<file path="src/sacs_pkg.sv">
// Package for the serial converter control sequencer: constants and types
// Contract
// - Chip select high: output floats, inputs ignored
// - Accept low select after two rises, one fall
// - Previous result MSB appears at recognition
// - Four address bits captured MSB first
// - First four falls shift out bits two-five
// - After fourth fall, select channel, start sampling
// - Three more falls shift out bits six-eight
// - Eighth fall holds, converts 36 system cycles
// - Recognized select fall resets, aborts conversion
// - New full sequence aborts, restarts conversion
// - Select low across conversions counts every edge
// - Conversion and shift clocks are independent
// - Shared clock: first two cycles only recognize
// - Shared clock: uses it to convert when deselected
// - Address 1011 selects self-test source
package sacs_pkg;
    localparam logic [5:0] SACS_CONV_CYCLES = 6'h24;
    localparam logic [3:0] SACS_BITS = 4'h8;
    localparam logic [3:0] SACS_SAMPLE_AT = 4'h4;
    localparam logic [3:0] SACS_SELF_TEST_CHANNEL = 4'hB;
    localparam logic [7:0] SACS_RESULT_RESET = 8'h00;

    typedef enum logic [1:0] {
        SACS_IDLE = 2'b00,
        SACS_WAIT = 2'b01,
        SACS_XFER = 2'b10
    } sacs_phase_t;

    typedef struct packed {
        logic [1:0] cs_s;
        logic [1:0] io_s;
        logic [1:0] sys_s;
        logic [1:0] addr_s;
        logic io_prev;
        logic sys_prev;
    } sacs_sync_t;

    typedef struct packed {
        sacs_sync_t sync;
        sacs_phase_t phase;
        logic [1:0] rise_cnt;
        logic [3:0] edge_cnt;
        logic [3:0] addr;
        logic [3:0] channel;
        logic [7:0] shifter;
        logic [7:0] result;
        logic [7:0] sar;
        logic [5:0] conv_cnt;
        logic converting;
        logic sampling;
        logic dout;
        logic dout_oe;
    } sacs_state_t;
endpackage

</file>
<file path="src/sacs_control.sv">
// Control sequencer of a serial 8-bit successive-approximation converter
`timescale 1ns/1ps
`default_nettype none
module sacs_control
    import sacs_pkg::*;
(
    // Clock and reset
    input wire logic CLOCK,
    input wire logic RST,
    // Serial pins from the host
    input wire logic CS_N,
    input wire logic IO_CLK,
    input wire logic SYS_CLK,
    input wire logic ADDR_IN,
    // Serial result pin
    output logic DATA_OUT,
    output logic DATA_OUT_OE,
    // Analog front end
    input wire logic COMPARE_IN,
    output logic [3:0] CHANNEL,
    output logic SAMPLING,
    output logic [7:0] TRIAL_CODE,
    output logic CONVERTING
);
    // ----------------------------------------
    // State
    // ----------------------------------------
    sacs_state_t s_q;
    sacs_state_t s_d;
    logic cs_low;
    logic io_rise;
    logic io_fall;
    logic sys_rise;
    logic sys_fall;

    // Edges read only from the second synchroniser stage
    assign cs_low = ~s_q.sync.cs_s[1];
    assign io_rise = s_q.sync.io_s[1] & ~s_q.sync.io_prev;
    assign io_fall = ~s_q.sync.io_s[1] & s_q.sync.io_prev;
    assign sys_rise = s_q.sync.sys_s[1] & ~s_q.sync.sys_prev;
    assign sys_fall = ~s_q.sync.sys_s[1] & s_q.sync.sys_prev;

    // ----------------------------------------
    // Next state
    // ----------------------------------------
    always_comb
    begin
        s_d = s_q;
        s_d.sync.cs_s = {s_q.sync.cs_s[0], CS_N};
        s_d.sync.io_s = {s_q.sync.io_s[0], IO_CLK};
        s_d.sync.sys_s = {s_q.sync.sys_s[0], SYS_CLK};
        s_d.sync.addr_s = {s_q.sync.addr_s[0], ADDR_IN};
        s_d.sync.io_prev = s_q.sync.io_s[1];
        s_d.sync.sys_prev = s_q.sync.sys_s[1];
        // Conversion runs on system clock only; io clock plays no part
        if (s_q.converting && sys_rise)
        begin
            // Shared-clock mode needs nothing extra: conversion just counts SYS edges
            s_d.conv_cnt = s_q.conv_cnt + 6'h01;
            // One trial bit per cycle for the first eight cycles
            if (s_q.conv_cnt < 6'(SACS_BITS))
            begin
                s_d.sar[3'(3'd7 - s_q.conv_cnt[2:0])] = COMPARE_IN;
                if (s_q.conv_cnt < 6'(SACS_BITS - 4'h1))
                    s_d.sar[3'(3'd6 - s_q.conv_cnt[2:0])] = 1'b1;
            end
            if (s_q.conv_cnt == SACS_CONV_CYCLES - 6'h01)
            begin
                s_d.converting = 1'b0;
                s_d.result = s_d.sar;
                // Select held low: the next transfer must show this fresh result
                if (s_q.phase == SACS_XFER && s_q.edge_cnt == 4'h0)
                begin
                    s_d.shifter = s_d.sar;
                    s_d.dout = s_d.sar[7];
                end
            end
        end
        case (s_q.phase)
            SACS_IDLE:
            begin
                s_d.dout_oe = 1'b0;
                s_d.rise_cnt = 2'b00;
                if (cs_low)
                    s_d.phase = SACS_WAIT;
            end
            SACS_WAIT:
            begin
                // Glitch filter: two rises then a fall, select still low
                if (!cs_low)
                    s_d.phase = SACS_IDLE;
                // Shared clock: the filter swallows its first two cycles
                else if (sys_rise && s_q.rise_cnt != 2'b10)
                    s_d.rise_cnt = s_q.rise_cnt + 2'b01;
                else if (sys_fall && s_q.rise_cnt == 2'b10)
                begin
                    s_d.phase = SACS_XFER;
                    s_d.edge_cnt = 4'h0;
                    s_d.converting = 1'b0;
                    s_d.sampling = 1'b0;
                    s_d.shifter = s_q.result;
                    s_d.dout = s_q.result[7];
                    s_d.dout_oe = 1'b1;
                end
            end
            SACS_XFER:
            begin
                if (!cs_low)
                begin
                    // Conversion left running; only the transfer ends
                    s_d.phase = SACS_IDLE;
                    s_d.dout_oe = 1'b0;
                end
                else
                begin
                    // Every io fall counts while select stays low
                    if (io_rise && s_q.edge_cnt < SACS_SAMPLE_AT)
                        // Address pin delayed like the clock so both line up at the edge
                        s_d.addr = {s_q.addr[2:0], s_q.sync.addr_s[1]};
                    if (io_fall)
                    begin
                        s_d.shifter = {s_q.shifter[6:0], 1'b0};
                        s_d.dout = s_q.shifter[6];
                        s_d.edge_cnt = s_q.edge_cnt + 4'h1;
                        if (s_q.edge_cnt == SACS_SAMPLE_AT - 4'h1)
                        begin
                            // Self-test address routes like any other channel
                            s_d.channel = s_q.addr;
                            s_d.sampling = 1'b1;
                            s_d.converting = 1'b0;
                        end
                        if (s_q.edge_cnt == SACS_BITS - 4'h1)
                        begin
                            // Strobe timing is set by when this fall arrives
                            s_d.sampling = 1'b0;
                            s_d.converting = 1'b1;
                            s_d.conv_cnt = 6'h00;
                            s_d.sar = 8'h80;
                            s_d.edge_cnt = 4'h0;
                            s_d.shifter = s_q.result;
                            s_d.dout = s_q.result[7];
                        end
                    end
                end
            end
            default:
                s_d.phase = SACS_IDLE;
        endcase
    end

    // ----------------------------------------
    // Registers
    // ----------------------------------------
    always_ff @(posedge CLOCK or posedge RST)
    begin
        if (RST)
        begin
            s_q <= '0;
            s_q.sync.cs_s <= 2'b11;
            s_q.result <= SACS_RESULT_RESET;
            s_q.phase <= SACS_IDLE;
        end
        else
            s_q <= s_d;
    end

    assign DATA_OUT = s_q.dout;
    assign DATA_OUT_OE = s_q.dout_oe;
    assign CHANNEL = s_q.channel;
    assign SAMPLING = s_q.sampling;
    assign TRIAL_CODE = s_q.sar;
    assign CONVERTING = s_q.converting;
endmodule // sacs_control
`default_nettype wire

</file>
<file path="config.mk">
export PLATFORM = sky130hd
export DESIGN_NAME = sacs_control
export DESIGN_NICKNAME = d
export VERILOG_FILES = /design/src/sacs_pkg.sv /design/src/sacs_control.sv
export SDC_FILE = /design/constraint.sdc
export NUM_CORES = 1
export LEC_CHECK = 0
export BUFFER_PORTS_ARGS = -buffer_cell sky130_fd_sc_hd__buf_2
export CAP_MARGIN = 20
export CORE_ASPECT_RATIO = 0.8
export CORE_MARGIN = 5
export CORE_UTILIZATION = 33
export CTS_BUF_LIST = sky130_fd_sc_hd__clkbuf_4
export DETAILED_ROUTE_END_ITERATION = 12
export HOLD_SLACK_MARGIN = 0.02
export PLACE_DENSITY = 0.61
export SLEW_MARGIN = 30
export SYNTH_ARGS = -nofsm -noshare
export SYNTH_HDL_FRONTEND = slang
export SYNTH_SLANG_ARGS = --single-unit
export TNS_END_PERCENT = 50
</file>
<file path="constraint.sdc">
create_clock -name CLOCK -period 3 [get_ports CLOCK]
set_clock_uncertainty 0.15 [all_clocks]
set_input_delay 0.45 -clock CLOCK [delete_from_list [all_inputs] [get_ports CLOCK]]
set_output_delay 0.45 -clock CLOCK [all_outputs]
set_load 0.02 [all_outputs]
</file>
### Yosys cells after proc, flatten, opt, wreduce, memory -nomap -nowiden

Cells that the tools add are included.

* output and inout port bits: 16
* input bits: 7
* bits in registers: 60

* mux-type cells: 48
* $add $sub $neg: 5
* equality and inequality tests: 18
* bitwise logic cells: 10
* magnitude comparators: 7
* reduce and logical (&&, ||, !) cells: 20

Operators by type and width (number)
* $mux W8: 7
* $mux W17: 3
* $mux W4: 9
* $mux W31: 1
* $mux W20: 1
* $ne A2 B2 Y1 const B: 9
* $mux W16: 1
* $pmux W8 S2: 1
* $mux W14: 1
* $mux W2: 7
* $mux W12: 1
* $bwmux W8: 1
* $lt A3 B4 Y1 const B: 2
* $or A8 B8 Y8: 1
* $pmux W4 S2: 1
* $reduce_and A4 Y1: 2
* $logic_and A1 B1 Y1: 7
* $mux W1: 7
* $reduce_and A7 Y1: 1
* $add A6 B1 Y6 const B: 1
* $demux W1 S3: 2
* $eq A6 B6 Y1 const B: 1
* $ge A3 B1 Y1 const B: 2
* $lt A6 B3 Y1 const B: 1
* 26 further kinds: 38

### Depth between registers and ports, before layout

Gate-level depths: netlist of the first run.

* depth after elaboration: 17
* mapped depth: 9
* gate-level depth less buffers: 7

### Worst setup path after synthesis of the first run

OpenSTA, ideal clock, no wires.

* path type: flip-flop to flip-flop
* start: register s_q[48] (netlist bit)
* end: register s_q (netlist bit CHANNEL[0])
* clock period less this slack: 2.128 ns
* data required time: 2.725 ns
* cell stages (with the launch flop): 7
* library setup time: 0.125 ns
* path slack: 0.872 ns
* arrival time: 1.853 ns
* cells stage by stage: dfrtp_1 > inv_1 > ha_1 > nand4bb_1 > or4b_1 > buf_2 > mux2_4

* cells in the longest elaborated chain, start to end: 2

RTL lines
* start: declaration: line sacs_control.sv:28 `sacs_state_t s_q;`
* $eq A2 B2 Y1: line sacs_control.sv:79 `case (s_q.phase)`
* $reduce_and A4 Y1 (no source line)

Every way passes these cells.
A chain may end at the register's enable or synchronous reset.

==> results.toml, run 1 <==
[clock_tree]
root_buffer = "clkbuf_4"
clk_pin_slew_worst_paths_ns = 0.10
cts_max_path_buffers = 2
cts_resized = 0
clock-sinks = 59
numCtsBuffers = 9
clkLatencyLatePin_ns = 0.41
cts_max_level = 3
cts_setup_buffers = 0
cts_tree = "done"

[status]
outcome = "finished, final reports clean"

[synthesis]
synth_flop_cell = "dfrtp_1"
avgSynthCellArea_um2 = 10.0
netlist_area_mm2 = 0.00313
yosysWarningCount = 0
async_flop_share_pct = 100
yosys.area.top_type = "dfrtp_1"
synth_edf_count = 0
synth_top_area_share_pct = 45.5
synth_area_leaders = "dfrtp_1 (46%), nand2_1 (4.0%), mux2i_1 (3.5%)"
synth_cell_types = 54
syn_inst = 313
synth_seq_area_share_pct = 47.2
syn_nets = 328
synth-seq-cells = 59

[sta]
tns_ns = 0
rsz0062_at_grt = "false"
slew_viol_final = 0
final-setup-viol-count = 0
fmax_mhz = 397
fin_crit_ns = 2.52
finalCritPeriodShare_pct = 84.1
maxSlewHeadroom_pct = 62.5
finalHoldViolCount = 0
setup_slack_ns = 0.478
worst_slew_pin_slew_ns = 0.561

[detailed_routing]
drt-vias-per-instance = 5.22
wl_um = 6900
wl_per_cell_um = 15.3
drt_iter0_drc = 94
vias = 2348
ant_nets = 0
drc = 0
drt_first_pass_iters = 4

[worst_setup_path]
reg2reg_slack_ns = 0.48
worst_path_largest_cell_delay_ns = 0.59
cpMaxStageDelayCell = "and4_1"
required_ns = 3.12
endpoint_kind = "register"
cp_top_family = "simple AND/OR/NAND/NOR gates"
cp_max_fo = 15
cp-start-kind = "register"
critical_path_class = "register to register"
cp_num_buf_inv = 2
path_cells = "inv_1 > ha_1 > buf_4 > nor4bb_1 > and4_1 > nor3b_1 > o32ai_1"
crit_arrival_ns = 2.64

[grt]
grt_pass1_wl_um = 11700
gr-max-usage-layer = "met2"
grt_use_met2_pct = 18.9
met1_usage_pct = 17.4
grt_usage_pct = 12.5
overflow = 0
grt_max_degree = 25
antenna_found_initial = 0
use_met3_pct = 3.32
grt_pass1_vias = 2268

[power]
power.total_mw = 1.70
p_leak_nw = 1.51
power_density_mw_per_mm2 = 490
ir_drop_mv = 0.177

[floorplan]
rows = 31
coreArea_mm2 = 0.00915
dieWidth_um = 119
initial_core_util_pct = 34.2
die_h_um = 97.2
die_area_mm2 = 0.0116
ios = 23

[run]
maxCapViolCount = 0

[finish]
area_growth_syn_to_layout_pct = 10.8
nNetsFinal = 345
drive_above_1_share_pct = 20.0
diodes = 0

[placement]
hpwl_um = 4890
pre_cts_slack_ns = 0.470
io_buffers = 22
place.gp.congestion = 0.828

[min_path]
hold_class = "register to register"
==> layout make-up <==
type	count	area, um2
timing repair buffer	35	220
fill	931	5680
clock buffer	10	75.1
tap	115	144
inverter	11	41.3
sequential	59	1480
clock inverter	6	81.3
multi-input combinational	214	1430
==> power by group <==
group | internal, mW | switching (mW) | total (mW)
sequential | 0.819 | 0.0208 | 0.839
combinational | 0.0743 | 0.144 | 0.218
clock | 0.342 | 0.303 | 0.645
total | 1.23 | 0.468 | 1.70
==> state kept, by name, indices dropped and copies added (netlist names) <==
name         cells
DATA_OUT         1
SAMPLING         1
CONVERTING       1
s_d              6
s_q             37
TRIAL_CODE       8
CHANNEL          4
DATA_OUT_OE      1
==> per-layer routing <==
layer / vias to the layer above / wire (um)
li1: 1140 / -
met1: 1165 / 3470
met2: 36 / 3160
met3: 7 / 194
met4: 0 / 84
met5: - / 0
==> cell families (layout without fill, tap and decap cells) <==
family          Yosys count  after routing  share of synthesized area [%]
mux                      25             25                           9.14
buf+inv                  40             62                           7.15
fa+ha+maj                 8              8                           3.19
simple gates            103            103                           17.2
compound gates           73             73                           14.8
flops                    59             59                           47.2
xor+xnor                  5              5                           1.40
==> worst paths after layout <==
path                            startpoint      end  depth (start not counted)
worst max-delay path               s_q[48]  s_q[31]                          7
worst min-delay path               s_d[53]  s_q[53]                          0
worst max register to register     s_q[48]  s_q[31]                          7
worst min register to register     s_d[53]  s_q[53]                          0
max in group asynchronous              RST  s_q[59]                          4
min in group asynchronous              RST   s_q[9]                          3
==> through the flow <==
stage                     std cells  instance area, um2  hold WS, ns  util [%]
after floorplan                 313                3130        0.181         -
after global placement          429                3270        0.183      35.7
after detailed placement        429                3270        0.186      35.7
after CTS                       450                3470        0.209      37.9
after global routing            450                3470        0.217      37.9
final                           450                3470        0.209      37.9
==> synth_stat cells, types with 3 or more instances <==
cell / n
buf_4: 13
nor3_1: 5
nand2_1: 33
nand3_1: 12
inv_1: 11
o22ai_1: 6
nor2b_1: 6
clkbuf_1: 6
nor2_1: 19
nand2b_1: 4
mux2i_1: 11
ha_1: 8
nor3b_1: 3
nand3b_1: 5
mux2_4: 5
a21oi_1: 16
a22oi_1: 9
o21ai_0: 22
dfrtp_1: 57
xor2_1: 4
buf_2: 8
mux2_2: 9
==> placed cells by master, fill, tap and decap left out, types with 9 or more instances in the layout <==
cell type,count
nand2_1,33
a22oi_1,9
nand3_1,12
dfrtp_1,57
a21oi_1,16
nor2_1,19
mux2_2,9
mux2i_1,11
inv_1,10
o21ai_0,22
clkbuf_4,10
buf_2,22
==> what timing repair did <==
item | 4_1_cts | 5_1_grt
hold buffers | 5 | 0
endpoints found under the setup margin | 0 | 0
endpoints found under the hold margin | 18 | 0
Note: power is estimated with default switching activity, not from simulation.
==> inputs of run 2 (changes only) <==
Clock period 3 ns to 2.6 ns, I/O delays scaled along.
==> run 2 against run 1 <==
- global-route usage decreased by 0.086 points
- final cell count is 1.8% higher
- highest routed layer unchanged
- die area unchanged
==> results.toml, run 2 (synthesis results as in run 1) <==
[finish]
diodes = 0
drive_above_1_share_pct = 21.9
stdcell_count = 458
post-route-cell-area_mm2 = 0.00352
nNetsFinal = 353
largest_reg_flops = 37
top_register = "s_q"
layout_commonest_cell = "dfrtp_1"
area_growth_syn_to_layout_pct = 12.3
mostFrequentLayoutCells = "dfrtp_1 (57), nand2_1 (33), o21ai_0 (22), buf_2 (22), nor2_1 (19)"

[power]
power_density_mw_per_mm2 = 530
ir_drop_mv = 0.154
p_leak_nw = 1.55

[placement]
io_buffers = 22
hpwl_um = 4840
dp.cells = 437
placed_area_mm2 = 0.00334
place.gp.congestion = 0.845

[grt]
met1_usage_pct = 18.1
antenna_found_initial = 0
grt_pass1_wl_um = 11600
grt_max_degree = 60
use_met3_pct = 2.56
grt_pass1_vias = 2296
gr-max-usage-layer = "met1"
grt_use_met2_pct = 17.5
grt_usage_pct = 12.4
overflow = 0

[sta]
maxSlewHeadroom_pct = 59.7
worst_slew_pin_slew_ns = 0.596
fmax_mhz = 433
finalCritPeriodShare_pct = 88.7
finalHoldViolCount = 0
slew_viol_final = 0
tns_ns = 0
fin_crit_ns = 2.31
final-setup-viol-count = 0
rsz0062_at_grt = "false"

[worst_setup_path]
cp_top_family = "simple AND/OR/NAND/NOR gates"
endpoint_kind = "register"
reg2reg_slack_ns = 0.29
path_cells = "inv_1 > ha_1 > nor4bb_1 > and4_1 > o21ai_0 > a22oi_1"
required_ns = 2.73
critPathLaunch = "s_q[48]"
cp_max_fo = 15
timing.rr.start = "s_q[48]"
cp_num_buf_inv = 1
crit_arrival_ns = 2.44
cpMaxStageDelayCell = "and4_1"
critical_path_class = "register to register"
worst_path_largest_cell_delay_ns = 0.55
cp-start-kind = "register"

[clock_tree]
cts_max_level = 3
clock-sinks = 59
root_buffer = "clkbuf_4"
cts_setup_buffers = 0
cts_max_path_buffers = 2
cts_tree = "done"
numCtsBuffers = 9
clkLatencyLatePin_ns = 0.40
clk_pin_slew_worst_paths_ns = 0.09

[min_path]
hold_class = "register to register"
holdCritStartpoint = "s_d[57]"

[floorplan]
initial_core_util_pct = 34.2
ios = 23
die_area_mm2 = 0.0116
coreArea_mm2 = 0.00915
dieWidth_um = 119
rows = 31
die_h_um = 97.2

[detailed_routing]
wl_um = 6710
vias = 2370
drc = 0
wl_per_cell_um = 14.7
drt_iter0_drc = 171
drt-vias-per-instance = 5.17
ant_nets = 0
drt_first_pass_iters = 4

[run]
maxCapViolCount = 0

[status]
outcome = "finished, final reports clean"
==> run 2: changes by cell type in the layout (fill, tap and decap cells not counted) <==
cell,change
buf_12,+1
buf_4,+7
bufinv_16,-1
clkinv_2,+1
==> run 2: layout make-up <==
| type | instances | area [um2] |
|---|---|---|
| Clock buffer | 10 | 75.1 |
| Fill cell | 926 | 5630 |
| Multi-Input combinational cell | 214 | 1430 |
| Inverter | 11 | 41.3 |
| Timing Repair Buffer | 43 | 293 |
| Clock inverter | 6 | 56.3 |
| Sequential cell | 59 | 1480 |
| Tap cell | 115 | 144 |
==> run 2: final timing paths <==
check	end	cells past startpoint
worst max-delay path	DATA_OUT	6
worst min-delay path	s_d[51]	0
worst max register to register	DATA_OUT	6
worst min register to register	s_d[51]	0
max in group asynchronous	s_d[59]	4
min in group asynchronous	s_q[25]	4
==> run 2: per-stage QoR <==
step,utilization (%),hold slack [ns],setup WS (ns),total power [mW]
after floorplan,-,0.181,0.472,1.16
after global placement,36.5,0.182,0.391,1.25
after detailed placement,36.5,0.185,0.320,1.25
after CTS,38.5,0.195,0.314,1.89
after global routing,38.5,0.203,0.0981,1.97
final,38.5,0.200,0.293,1.86
==> run 2: repair_timing <==
item / 4_1_cts / 5_1_grt
hold endpoints to repair: 61 / 0
hold buffers: 5 / 0
resized for setup: 0 / 0
==> run 2: report_power, final <==
group | total, mW | internal [mW] | switching (mW)
Sequential | 0.966 | 0.944 | 0.0216
Combinational | 0.271 | 0.0974 | 0.173
Clock | 0.628 | 0.296 | 0.332
Total | 1.86 | 1.34 | 0.527
==> run 2: worst reg2reg max path: stages, from the launching register on <==
cell and delay, ns:
dfrtp_1 0.42, inv_1 0.09, ha_1 0.29, nor4bb_1 0.29, and4_1 0.55, o21ai_0 0.15, a22oi_1 0.25
==> run 2: layer usage <==
layer  wire [um]  share of wire [%]
met1        3430                 51
met2        2940                 44
met3         209                3.1
met4         129                1.9
met5           0                  0
